### config.mk
export PLATFORM = sky130hd
export DESIGN_NAME = apf_cfg_regs
export DESIGN_NICKNAME = d
export VERILOG_FILES = /design/src/core/apf_cfg_pkg.sv /design/src/core/apf_cfg_regs.sv
export SDC_FILE = /design/constraint.sdc
export NUM_CORES = 1
export LEC_CHECK = 0
export BUFFER_PORTS_ARGS = -buffer_cell sky130_fd_sc_hd__buf_2
export CORE_MARGIN = 2
export CORE_UTILIZATION = 34
export CTS_CLUSTER_SIZE = 14
export DETAILED_ROUTE_END_ITERATION = 8
export GPL_TIMING_DRIVEN = 1
export SETUP_SLACK_MARGIN = 0.5
export SLEW_MARGIN = 20
export SYNTH_ARGS = -nofsm -noshare
export SYNTH_HDL_FRONTEND = slang
export SYNTH_SLANG_ARGS = --single-unit
### constraint.sdc
create_clock -name clk -period 2.4 [get_ports clk]
set_clock_uncertainty 0.2 [all_clocks]
set_input_delay 0.24 -clock clk [delete_from_list [all_inputs] [get_ports clk]]
set_output_delay 0.24 -clock clk [all_outputs]
set_load 0.01 [all_outputs]
### src/core/apf_cfg_pkg.sv
// Constants for the audio path filter configuration register bank
// Functional notes
// - 32-bit signed full-scale trim word, resets to 32'h7ffffff.
// - 16-bit signed second-harmonic correction coefficient, resets to zero.
// - 16-bit signed third-harmonic correction coefficient, resets to zero.
// - Pointer bit 7 picks coefficient stage: 0 first (reset), 1 second.
// - Pointer bits 6:0 pick the coefficient location to write.
// - 32-bit value register, reset zero, stored at the pointed location.
// - Bypass bit skips internal interpolator; source then supplies 8x data.
// - Length bit: 128 taps when clear, 256 taps and channels 3-8 off.
// - Extended bit moves pointer range from 0-127 to 128-255.
// - Symmetry bit: sine 27 coefficients clear, cosine 28 set.
// - RAM write strobe only while write-enable bit is one.
// - Custom-enable bit picks RAM coefficients instead of built-in shape.
// - Each DAC has a 4-bit source code, 0 input one to 7 input eight.
// - Two selectors per byte, odd DAC low nibble; reset is identity.
// - Stereo mode feeds input one to odd DACs, input two to even.
package apf_cfg_pkg;
   // Register indices; byte address is four times the index
   localparam logic [7:0] IDX_TRIM = 8'h18;
   localparam logic [7:0] IDX_C2 = 8'h1c;
   localparam logic [7:0] IDX_C3 = 8'h1e;
   localparam logic [7:0] IDX_PTR = 8'h20;
   localparam logic [7:0] IDX_VAL = 8'h21;
   localparam logic [7:0] IDX_SETUP = 8'h25;
   localparam logic [7:0] IDX_MAP12 = 8'h26;
   localparam logic [7:0] IDX_MAP34 = 8'h27;
   localparam logic [7:0] IDX_MAP56 = 8'h28;
   localparam logic [7:0] IDX_MAP78 = 8'h29;
   localparam logic [7:0] IDX_MODE = 8'h30;
   localparam logic [7:0] IDX_STAT = 8'h31;
   // Reset values
   localparam logic [31:0] RST_TRIM = 32'h07ffffff;
   localparam logic [15:0] RST_C2 = 16'h0000;
   localparam logic [15:0] RST_C3 = 16'h0000;
   localparam logic [7:0] RST_PTR = 8'h00;
   localparam logic [31:0] RST_VAL = 32'h00000000;
   localparam logic [7:0] RST_SETUP = 8'h00;
   localparam logic [7:0] RST_MAP12 = 8'h10;
   localparam logic [7:0] RST_MAP34 = 8'h32;
   localparam logic [7:0] RST_MAP56 = 8'h54;
   localparam logic [7:0] RST_MAP78 = 8'h76;
   // Field positions
   localparam int PTR_STAGE = 7;
   localparam int SET_BYPASS = 7;
   localparam int SET_LONG = 4;
   localparam int SET_EXT = 3;
   localparam int SET_SYM = 2;
   localparam int SET_WE = 1;
   localparam int SET_CUSTOM = 0;
   localparam logic [7:0] SETUP_MASK = 8'h9f;
   localparam int MODE_STEREO = 0;
   // Routing codes in stereo mode
   localparam logic [3:0] SRC_IN1 = 4'h0;
   localparam logic [3:0] SRC_IN2 = 4'h1;
   // AHB encodings
   localparam logic [1:0] HTRANS_NONSEQ = 2'h2;
   localparam logic HRESP_OKAY = 1'b0;
endpackage

### src/core/apf_cfg_regs.sv
// AHB-Lite register bank for the audio path filter configuration
`timescale 1ns/1ps
module apf_cfg_regs (
   input wire logic clk, // 10 MHz clock
   input wire logic srst, // Synchronous reset, active high
   input wire logic hsel, // Slave select
   input wire logic [31:0] haddr, // Byte address
   input wire logic [1:0] htrans, // Transfer type
   input wire logic hwrite, // Write when high
   input wire logic [2:0] hsize, // Transfer size
   input wire logic hready, // Bus ready
   input wire logic [31:0] hwdata, // Write data
   output logic [31:0] hrdata, // Read data
   output logic hreadyout, // Slave ready
   output logic hresp, // Always OKAY
   output logic [31:0] trim_level, // Full-scale reference
   output logic [15:0] harm2_coef, // Second harmonic coefficient
   output logic [15:0] harm3_coef, // Third harmonic coefficient
   output logic coef_ram_we, // RAM write strobe, one cycle
   output logic coef_ram_stage, // 0 first stage, 1 second
   output logic [7:0] coef_ram_addr, // Coefficient location 0-255
   output logic [31:0] coef_ram_data, // Coefficient value
   output logic osf_bypass, // Skip internal interpolator
   output logic first_stage_long, // 256-tap first stage
   output logic os_off_ch3_8, // Oversampling off on channels 3-8
   output logic second_stage_symmetry, // 0 sine 27, 1 cosine 28
   output logic custom_coef_en, // Use RAM coefficients
   output logic [31:0] dac_source_select // Nibble n-1 is DAC n source
);

   logic [31:0] full_scale_reference_level;
   logic [15:0] second_harmonic_correction;
   logic [15:0] third_harmonic_correction;
   logic [7:0] filter_coefficient_pointer;
   logic [31:0] filter_coefficient_value;
   logic [7:0] oversampling_filter_setup;
   logic [7:0] dac_pair_1_2_source_select;
   logic [7:0] dac_pair_3_4_source_select;
   logic [7:0] dac_pair_5_6_source_select;
   logic [7:0] dac_pair_7_8_source_select;
   logic path_mode_stereo;
   logic [7:0] last_ram_addr;
   logic last_ram_stage;
   logic [15:0] ram_write_count;
   logic wr_pend;
   logic rd_pend;
   logic [7:0] wr_idx;
   logic [7:0] rd_idx;
   logic wr_commit;
   logic take;
   logic [31:0] next_rdata;
   logic [31:0] next_route;

   assign take = hsel && hready && (htrans == apf_cfg_pkg::HTRANS_NONSEQ);
   assign wr_commit = wr_pend;

   // Address phase capture
   always_ff @(posedge clk) begin
      if (srst) begin
         wr_pend <= 1'b0;
         wr_idx <= 8'h00;
      end else begin
         wr_pend <= take && hwrite;
         if (take && hwrite) begin
            wr_idx <= haddr[9:2];
         end
      end
   end

   // Reads take one wait state so writes before them have landed
   always_ff @(posedge clk) begin
      if (srst) begin
         rd_pend <= 1'b0;
         rd_idx <= 8'h00;
         hreadyout <= 1'b1;
         hrdata <= 32'h00000000;
      end else begin
         rd_pend <= take && !hwrite;
         hreadyout <= !(take && !hwrite);
         if (take && !hwrite) begin
            rd_idx <= haddr[9:2];
         end
         if (rd_pend) begin
            hrdata <= next_rdata;
         end
      end
   end

   always_ff @(posedge clk) begin
      if (srst) begin
         hresp <= apf_cfg_pkg::HRESP_OKAY;
      end else begin
         hresp <= apf_cfg_pkg::HRESP_OKAY;
      end
   end

   // Read mux; unmapped indices read zero
   always_comb begin
      next_rdata = 32'h00000000;
      case (rd_idx)
         apf_cfg_pkg::IDX_TRIM: next_rdata = full_scale_reference_level;
         apf_cfg_pkg::IDX_C2: next_rdata = {16'h0000, second_harmonic_correction};
         apf_cfg_pkg::IDX_C3: next_rdata = {16'h0000, third_harmonic_correction};
         apf_cfg_pkg::IDX_PTR: next_rdata = {24'h000000, filter_coefficient_pointer};
         apf_cfg_pkg::IDX_VAL: next_rdata = filter_coefficient_value;
         apf_cfg_pkg::IDX_SETUP: next_rdata = {24'h000000, oversampling_filter_setup};
         apf_cfg_pkg::IDX_MAP12: next_rdata = {24'h000000, dac_pair_1_2_source_select};
         apf_cfg_pkg::IDX_MAP34: next_rdata = {24'h000000, dac_pair_3_4_source_select};
         apf_cfg_pkg::IDX_MAP56: next_rdata = {24'h000000, dac_pair_5_6_source_select};
         apf_cfg_pkg::IDX_MAP78: next_rdata = {24'h000000, dac_pair_7_8_source_select};
         apf_cfg_pkg::IDX_MODE: next_rdata = {31'h0, path_mode_stereo};
         apf_cfg_pkg::IDX_STAT: next_rdata = {ram_write_count, 7'h00, last_ram_stage,
            last_ram_addr};
         default: next_rdata = 32'h00000000;
      endcase
   end

   // Level and correction words
   always_ff @(posedge clk) begin
      if (srst) begin
         full_scale_reference_level <= apf_cfg_pkg::RST_TRIM;
         second_harmonic_correction <= apf_cfg_pkg::RST_C2;
         third_harmonic_correction <= apf_cfg_pkg::RST_C3;
      end else if (wr_commit) begin
         if (wr_idx == apf_cfg_pkg::IDX_TRIM) begin
            full_scale_reference_level <= hwdata;
         end
         if (wr_idx == apf_cfg_pkg::IDX_C2) begin
            second_harmonic_correction <= hwdata[15:0];
         end
         if (wr_idx == apf_cfg_pkg::IDX_C3) begin
            third_harmonic_correction <= hwdata[15:0];
         end
      end
   end

   // Coefficient pointer and value
   always_ff @(posedge clk) begin
      if (srst) begin
         filter_coefficient_pointer <= apf_cfg_pkg::RST_PTR;
         filter_coefficient_value <= apf_cfg_pkg::RST_VAL;
      end else if (wr_commit) begin
         if (wr_idx == apf_cfg_pkg::IDX_PTR) begin
            filter_coefficient_pointer <= hwdata[7:0];
         end
         if (wr_idx == apf_cfg_pkg::IDX_VAL) begin
            filter_coefficient_value <= hwdata;
         end
      end
   end

   // Filter options; reserved bits 6:5 stay zero
   always_ff @(posedge clk) begin
      if (srst) begin
         oversampling_filter_setup <= apf_cfg_pkg::RST_SETUP;
      end else if (wr_commit && wr_idx == apf_cfg_pkg::IDX_SETUP) begin
         oversampling_filter_setup <= hwdata[7:0] & apf_cfg_pkg::SETUP_MASK;
      end
   end

   // Routing selectors and stereo mode
   always_ff @(posedge clk) begin
      if (srst) begin
         dac_pair_1_2_source_select <= apf_cfg_pkg::RST_MAP12;
         dac_pair_3_4_source_select <= apf_cfg_pkg::RST_MAP34;
         dac_pair_5_6_source_select <= apf_cfg_pkg::RST_MAP56;
         dac_pair_7_8_source_select <= apf_cfg_pkg::RST_MAP78;
         path_mode_stereo <= 1'b0;
      end else if (wr_commit) begin
         case (wr_idx)
            apf_cfg_pkg::IDX_MAP12: dac_pair_1_2_source_select <= hwdata[7:0];
            apf_cfg_pkg::IDX_MAP34: dac_pair_3_4_source_select <= hwdata[7:0];
            apf_cfg_pkg::IDX_MAP56: dac_pair_5_6_source_select <= hwdata[7:0];
            apf_cfg_pkg::IDX_MAP78: dac_pair_7_8_source_select <= hwdata[7:0];
            apf_cfg_pkg::IDX_MODE: path_mode_stereo <= hwdata[apf_cfg_pkg::MODE_STEREO];
            default: path_mode_stereo <= path_mode_stereo;
         endcase
      end
   end

   // Coefficient RAM port: writing the value word fires one strobe while the write-enable bit is set
   always_ff @(posedge clk) begin
      if (srst) begin
         coef_ram_we <= 1'b0;
         coef_ram_stage <= 1'b0;
         coef_ram_addr <= 8'h00;
         coef_ram_data <= 32'h00000000;
      end else begin
         coef_ram_we <= wr_commit && wr_idx == apf_cfg_pkg::IDX_VAL &&
            oversampling_filter_setup[apf_cfg_pkg::SET_WE];
         if (wr_commit && wr_idx == apf_cfg_pkg::IDX_VAL) begin
            coef_ram_stage <= filter_coefficient_pointer[apf_cfg_pkg::PTR_STAGE];
            coef_ram_addr <= {oversampling_filter_setup[apf_cfg_pkg::SET_EXT],
               filter_coefficient_pointer[6:0]};
            coef_ram_data <= hwdata;
         end
      end
   end

   // Record of RAM writes for software
   always_ff @(posedge clk) begin
      if (srst) begin
         last_ram_addr <= 8'h00;
         last_ram_stage <= 1'b0;
         ram_write_count <= 16'h0000;
      end else if (coef_ram_we) begin
         last_ram_addr <= coef_ram_addr;
         last_ram_stage <= coef_ram_stage;
         ram_write_count <= ram_write_count + 16'h0001;
      end
   end

   // Mode outputs mirror the setup register
   always_ff @(posedge clk) begin
      if (srst) begin
         osf_bypass <= 1'b0;
         first_stage_long <= 1'b0;
         os_off_ch3_8 <= 1'b0;
         second_stage_symmetry <= 1'b0;
         custom_coef_en <= 1'b0;
      end else begin
         osf_bypass <= oversampling_filter_setup[apf_cfg_pkg::SET_BYPASS];
         first_stage_long <= oversampling_filter_setup[apf_cfg_pkg::SET_LONG];
         os_off_ch3_8 <= oversampling_filter_setup[apf_cfg_pkg::SET_LONG];
         second_stage_symmetry <= oversampling_filter_setup[apf_cfg_pkg::SET_SYM];
         custom_coef_en <= oversampling_filter_setup[apf_cfg_pkg::SET_CUSTOM];
      end
   end

   // Effective routing; stereo overrides the selectors
   always_comb begin
      next_route = {dac_pair_7_8_source_select, dac_pair_5_6_source_select,
         dac_pair_3_4_source_select, dac_pair_1_2_source_select};
      if (path_mode_stereo) begin
         next_route = {4{apf_cfg_pkg::SRC_IN2, apf_cfg_pkg::SRC_IN1}};
      end
   end

   always_ff @(posedge clk) begin
      if (srst) begin
         trim_level <= apf_cfg_pkg::RST_TRIM;
         harm2_coef <= apf_cfg_pkg::RST_C2;
         harm3_coef <= apf_cfg_pkg::RST_C3;
         dac_source_select <= {apf_cfg_pkg::RST_MAP78, apf_cfg_pkg::RST_MAP56,
            apf_cfg_pkg::RST_MAP34, apf_cfg_pkg::RST_MAP12};
      end else begin
         trim_level <= full_scale_reference_level;
         harm2_coef <= second_harmonic_correction;
         harm3_coef <= third_harmonic_correction;
         dac_source_select <= next_route;
      end
   end
endmodule // apf_cfg_regs

* Yosys cells after proc, flatten, opt, wreduce, memory -nomap -nowiden
Index checks and enable logic that the tools add are counted.
** Storage, ports and cells
- Output and inout port bits :: 177
- Input bits :: 74
- Flip-flop bits (word level) :: 361
- Logic and storage cells :: 80
** Operators by class
- Add/sub/neg operators :: 1
- Equal/unequal tests :: 24
- Mux-type cells :: 2
- Reductions and logical operators :: 20
** Operators with widths (number)
- 32-bit one-hot mux with 12 select lines :: 1
- 8-bit by 6-bit == test with 1-bit output, second input constant :: 17
- 8-bit by 5-bit == test with 1-bit output, second input constant :: 6
- 31-bit two-way mux :: 1
- 2-bit AND reduction :: 10
- 16-bit by 1-bit adder with 16-bit output, second input constant :: 1
- 1-bit logical AND :: 7
- 2-bit == test, second input constant :: 1
- 1-bit logical NOT :: 2
- 2-bit OR reduction :: 1

* Logic depth before layout (Yosys ltp)
- Depth after elaboration :: 4
- Gate-level depth with buffers :: 8
- Mapped depth without buffers :: 5

* Worst setup path before layout
Ideal clock, no wire load.
- Path type :: flip-flop to flip-flop
- Start point :: register rd_idx[0]
- End point :: register hrdata[12]
- Slack :: 0.404 ns
- Period minus slack after synthesis :: 1.996 ns
- Library setup time :: 0.091 ns
- Cell stages (with the launch flop) :: 7
- Arrival :: 1.705 ns
- Data required time :: 2.109 ns
- Path buffers :: 2
- Cells stage by stage :: dfxtp_1 buf_4 or4b_4 nor3_4 buf_4 a22oi_1 a311oi_1
** Between the ends
- Word-level cells in the longest chain between the ends :: 2
- Elaborated cells on any way between the ends :: 13
- Classes of those cells :: 12 x eq/ne; 1 x mux
** Ends and longest elaborated chain
- from (decl) :: RTL line apf_cfg_regs.sv:48 : logic [7:0] rd_idx;
- from (signal assigned) :: RTL line apf_cfg_regs.sv:81 : rd_idx <= haddr[9:2];
- 8-bit by 6-bit == test with 1-bit output or 8-bit by 5-bit == test with 1-bit output (tied branches) :: RTL line apf_cfg_regs.sv:100 : case (rd_idx)
- 32-bit one-hot mux with 12 select lines * :: RTL line apf_cfg_regs.sv:100
- to (signal assigned) :: RTL line apf_cfg_regs.sv:84 : hrdata <= next_rdata;
- to (decl) :: RTL line apf_cfg_regs.sv:13 : output logic [31:0] hrdata,
Mark *: on every way between the ends. The rest lies on a longest branch, timed or not.
A chain may end at the register's enable or synchronous reset.

* Worst setup path after layout
- Start point :: register rd_idx[3]
- End point :: register hrdata[11]
Same word-level chain as after synthesis.

==> qor.csv <==
metric,value,unit
status,"finished, final reports clean",
Synth Net Count,1351,
DIE AREA,37300,sq um
max frequency,0.482,GHz
Synth Warn #,0,
CP max FO,12,
sequential share of the synthesized area,54.1,%
clock slew at reported path FFs,0.06,ns
final setup fails,0,
Post-Synthesis Cells,1276,
Startpoint Class,flop,
reg2reg start,rd_idx[3],
Hold/Removal Path Class,in -> reg,
detailed-route wire length per cell,19.1,um
core footprint,35400,sq um
clk root buf,clkbuf_16,
"top cells by area, synth","dfxtp_1 (54%), mux2i_1 (6.6%), nand2_1 (6.3%)",
P_leak,7.04,nW
post-synthesis async set-or-reset flop share,0,%
Required @ worst endpoint,2.62,ns
RSZ-0062 raised after global routing,true,
Die W,193,um
Antenna Cells,0,
largest net degree at the start of global routing,114,
post-DR vias/cell,4.99,
Setup Crit Path Kind,reg -> reg,
hpwl dp,25.5,mm
post-layout instance area,16600,sq um
RePlAce Congestion,0.897,
fin crit share,86.5,%
TritonRoute pass-1 iters,6,
TritonCTS clock tree,yes,
most common cell in the synthesized netlist,dfxtp_1,
first-pass GRT wire length,55.3,mm
"Avg Cell Area, Syn",9.54,sq um
Worst-Margin Slew,0.698,ns
Synth top area share,54.1,%
CTS buffer count,36,
PortBufs,222,
Yosys reg bits,329,
final hold vios,0,
GRT busiest layer,met2,
routing usage on met2,30.5,%
max-slew violations,0,
Final ANT Viol Nets,0,
Post-Syn Area,12200,sq um
number of maximum-capacitance violations,0,
Post-synth EDFFs,0,
htree depth,2,
CP endpoint kind,flop,
drc violations,0,
fin crit period,2.08,ns
Vias,10257,
gr usage total,19.2,%
vias in the first global route,9468,
CP startpoint,rd_idx[3],
DRT iter0 DRCs,735,
Area growth syn-to-layout,36.1,%
pwr dens,683,nW/um^2
dominant synthesized flop cell,dfxtp_1,
final wirelength,39.2,mm
initial core utilization,34.4,%
Clock Sinks,329,
count of cell types in the netlist,63,
share of post-route cells with drive strength above 1,31.3,%
I/O pins,251,
row cnt,69,
Peak VDD IR,0.458,mV
Die H,193,um
"Arr. time, crit path",2.30,ns
final setup TNS,0,ns
Final #Nets,1646,
initial antenna violation count,1,
clock insertion delay at the later pin of the skew report,0.52,ns
"area leader, netlist",dfxtp_1,
placed cell area,13900,sq um
Hold WS,0.189,ns
Global Route met1 Usage,26.1,%
met3 usage,4.13,%
hold path start,htrans[0],
Longest Clk Path Bufs,3,
max_slew headroom,53.3,%
Congestion Overflow GR,0,
most frequent cells after synthesis,"dfxtp_1 (329), nand2_1 (203), nor2_1 (132), mux2i_1 (80), clkbuf_1 (68)",
## cell usage in the layout, fill, tap and decap left out, types with 7 or more instances in the layout
cell | Yosys | layout
nand3b_1 | 30 | 30
and3_1 | 10 | 10
a211o_1 | 12 | 12
nand3_1 | 25 | 24
nor2_1 | 132 | 130
a311oi_1 | 21 | 15
a22oi_1 | 34 | 32
a21oi_1 | 67 | 48
nand2_1 | 203 | 182
buf_4 | 10 | 44
or2_2 | 27 | 27
xor2_1 | 10 | 10
buf_6 | 2 | 17
mux4_2 | 7 | 7
nor2b_1 | 44 | 42
a21o_1 | 8 | 8
buf_2 | 12 | 223
dlygate4sd3_1 | 0 | 43
clkbuf_8 | 0 | 9
mux2i_1 | 80 | 79
and2_1 | 25 | 22
a21oi_2 | 0 | 19
nand2_4 | 0 | 15
buf_12 | 0 | 13
clkbuf_16 | 0 | 46
mux2_2 | 8 | 8
dfxtp_1 | 329 | 321
inv_1 | 9 | 9
clkbuf_1 | 68 | 8
## worst max-delay path, stage by stage (launching register included)
cell and delay [ns]:
dfxtp_4 0.41, or4b_4 0.53, nor3_4 0.16, buf_4 0.17, clkbuf_16 0.17, a22oi_1 0.09
a311oi_1 0.25
## kinds of logic after synthesis
group                      Yosys count  synth area share, %
AOI/OAI and AO/OA                  186                 10.4
xor gates and xnor gates            13                0.936
adders and majority gates            1                0.103
buffers and inverters              105                 3.80
DFF                                329                 54.1
muxes                               95                 8.62
other                                1               0.0308
and+or+nand+nor                    546                 21.9
## layout make-up
| cell class | count | area, sq um |
|---|---|---|
| Timing Repair Buffer | 352 | 2600 |
| Clock buffer | 53 | 1070 |
| Multi-Input combinational cell | 842 | 5560 |
| Fill cell | 3351 | 18800 |
| Tap cell | 461 | 577 |
| Inverter | 10 | 37.5 |
| Sequential cell | 329 | 6600 |
| Clock inverter | 10 | 120 |
## metal layers
layer / up-vias / share of wire [%] / wire length (um)
met2: 314 / 46 / 18200
met3: 67 / 6.7 / 2610
met5: - / 0.028 / 11
met1: 4915 / 44 / 17400
met4: 2 / 2.7 / 1060
li1: 4959 / - / -
## per-stage QoR
step                      instances  setup WS (ns)  utilization (%)  total power (W)
final                          2057          0.324             46.8           0.0113
after global routing           2057          0.273             46.8           0.0116
after CTS                      2038          0.351             44.8           0.0114
after detailed placement       1909          0.181             39.2          0.00585
after global placement         1909          0.202             39.2          0.00585
after floorplan                1276          0.440                -          0.00573
## power breakdown
part | internal, W | switching, W | total [W]
Sequential | 0.00547 | 0.00000799 | 0.00548
Combinational | 0.000128 | 0.000203 | 0.000331
Clock | 0.00330 | 0.00219 | 0.00550
Total | 0.00890 | 0.00240 | 0.0113
## flip-flops by register name, indices dropped and copies added (netlist names), 6 cells and up
register / count
dac_source_select: 32
harm3_coef: 16
dac_pair_3_4_source_select: 8
trim_level: 32
harm2_coef: 16
dac_pair_5_6_source_select: 8
dac_pair_7_8_source_select: 8
rd_idx: 8
wr_idx: 8
hrdata: 32
coef_ram_addr: 8
oversampling_filter_setup: 6
full_scale_reference_level: 32
ram_write_count: 16
filter_coefficient_pointer: 8
third_harmonic_correction: 16
last_ram_addr: 8
second_harmonic_correction: 16
dac_pair_1_2_source_select: 8
filter_coefficient_value: 32
## path summary, 6_finish.rpt
kind,slack [ns],end,cells past startpoint
worst min-delay path,0.19,rd_idx[5],6
worst max-delay path,0.32,hrdata[11],6
worst max register to register,0.32,hrdata[11],6
worst min register to register,0.25,hrdata[3],2
## what timing repair did
action	CTS	global route
setup endpoints to repair	81	133
buffers inserted	22	6
resized for setup	44	101
hold endpoints to repair	140	0
gates cloned	1	13
hold buffers	43	0
pin swaps	12	40
Power figures use the tool's default switching activity.
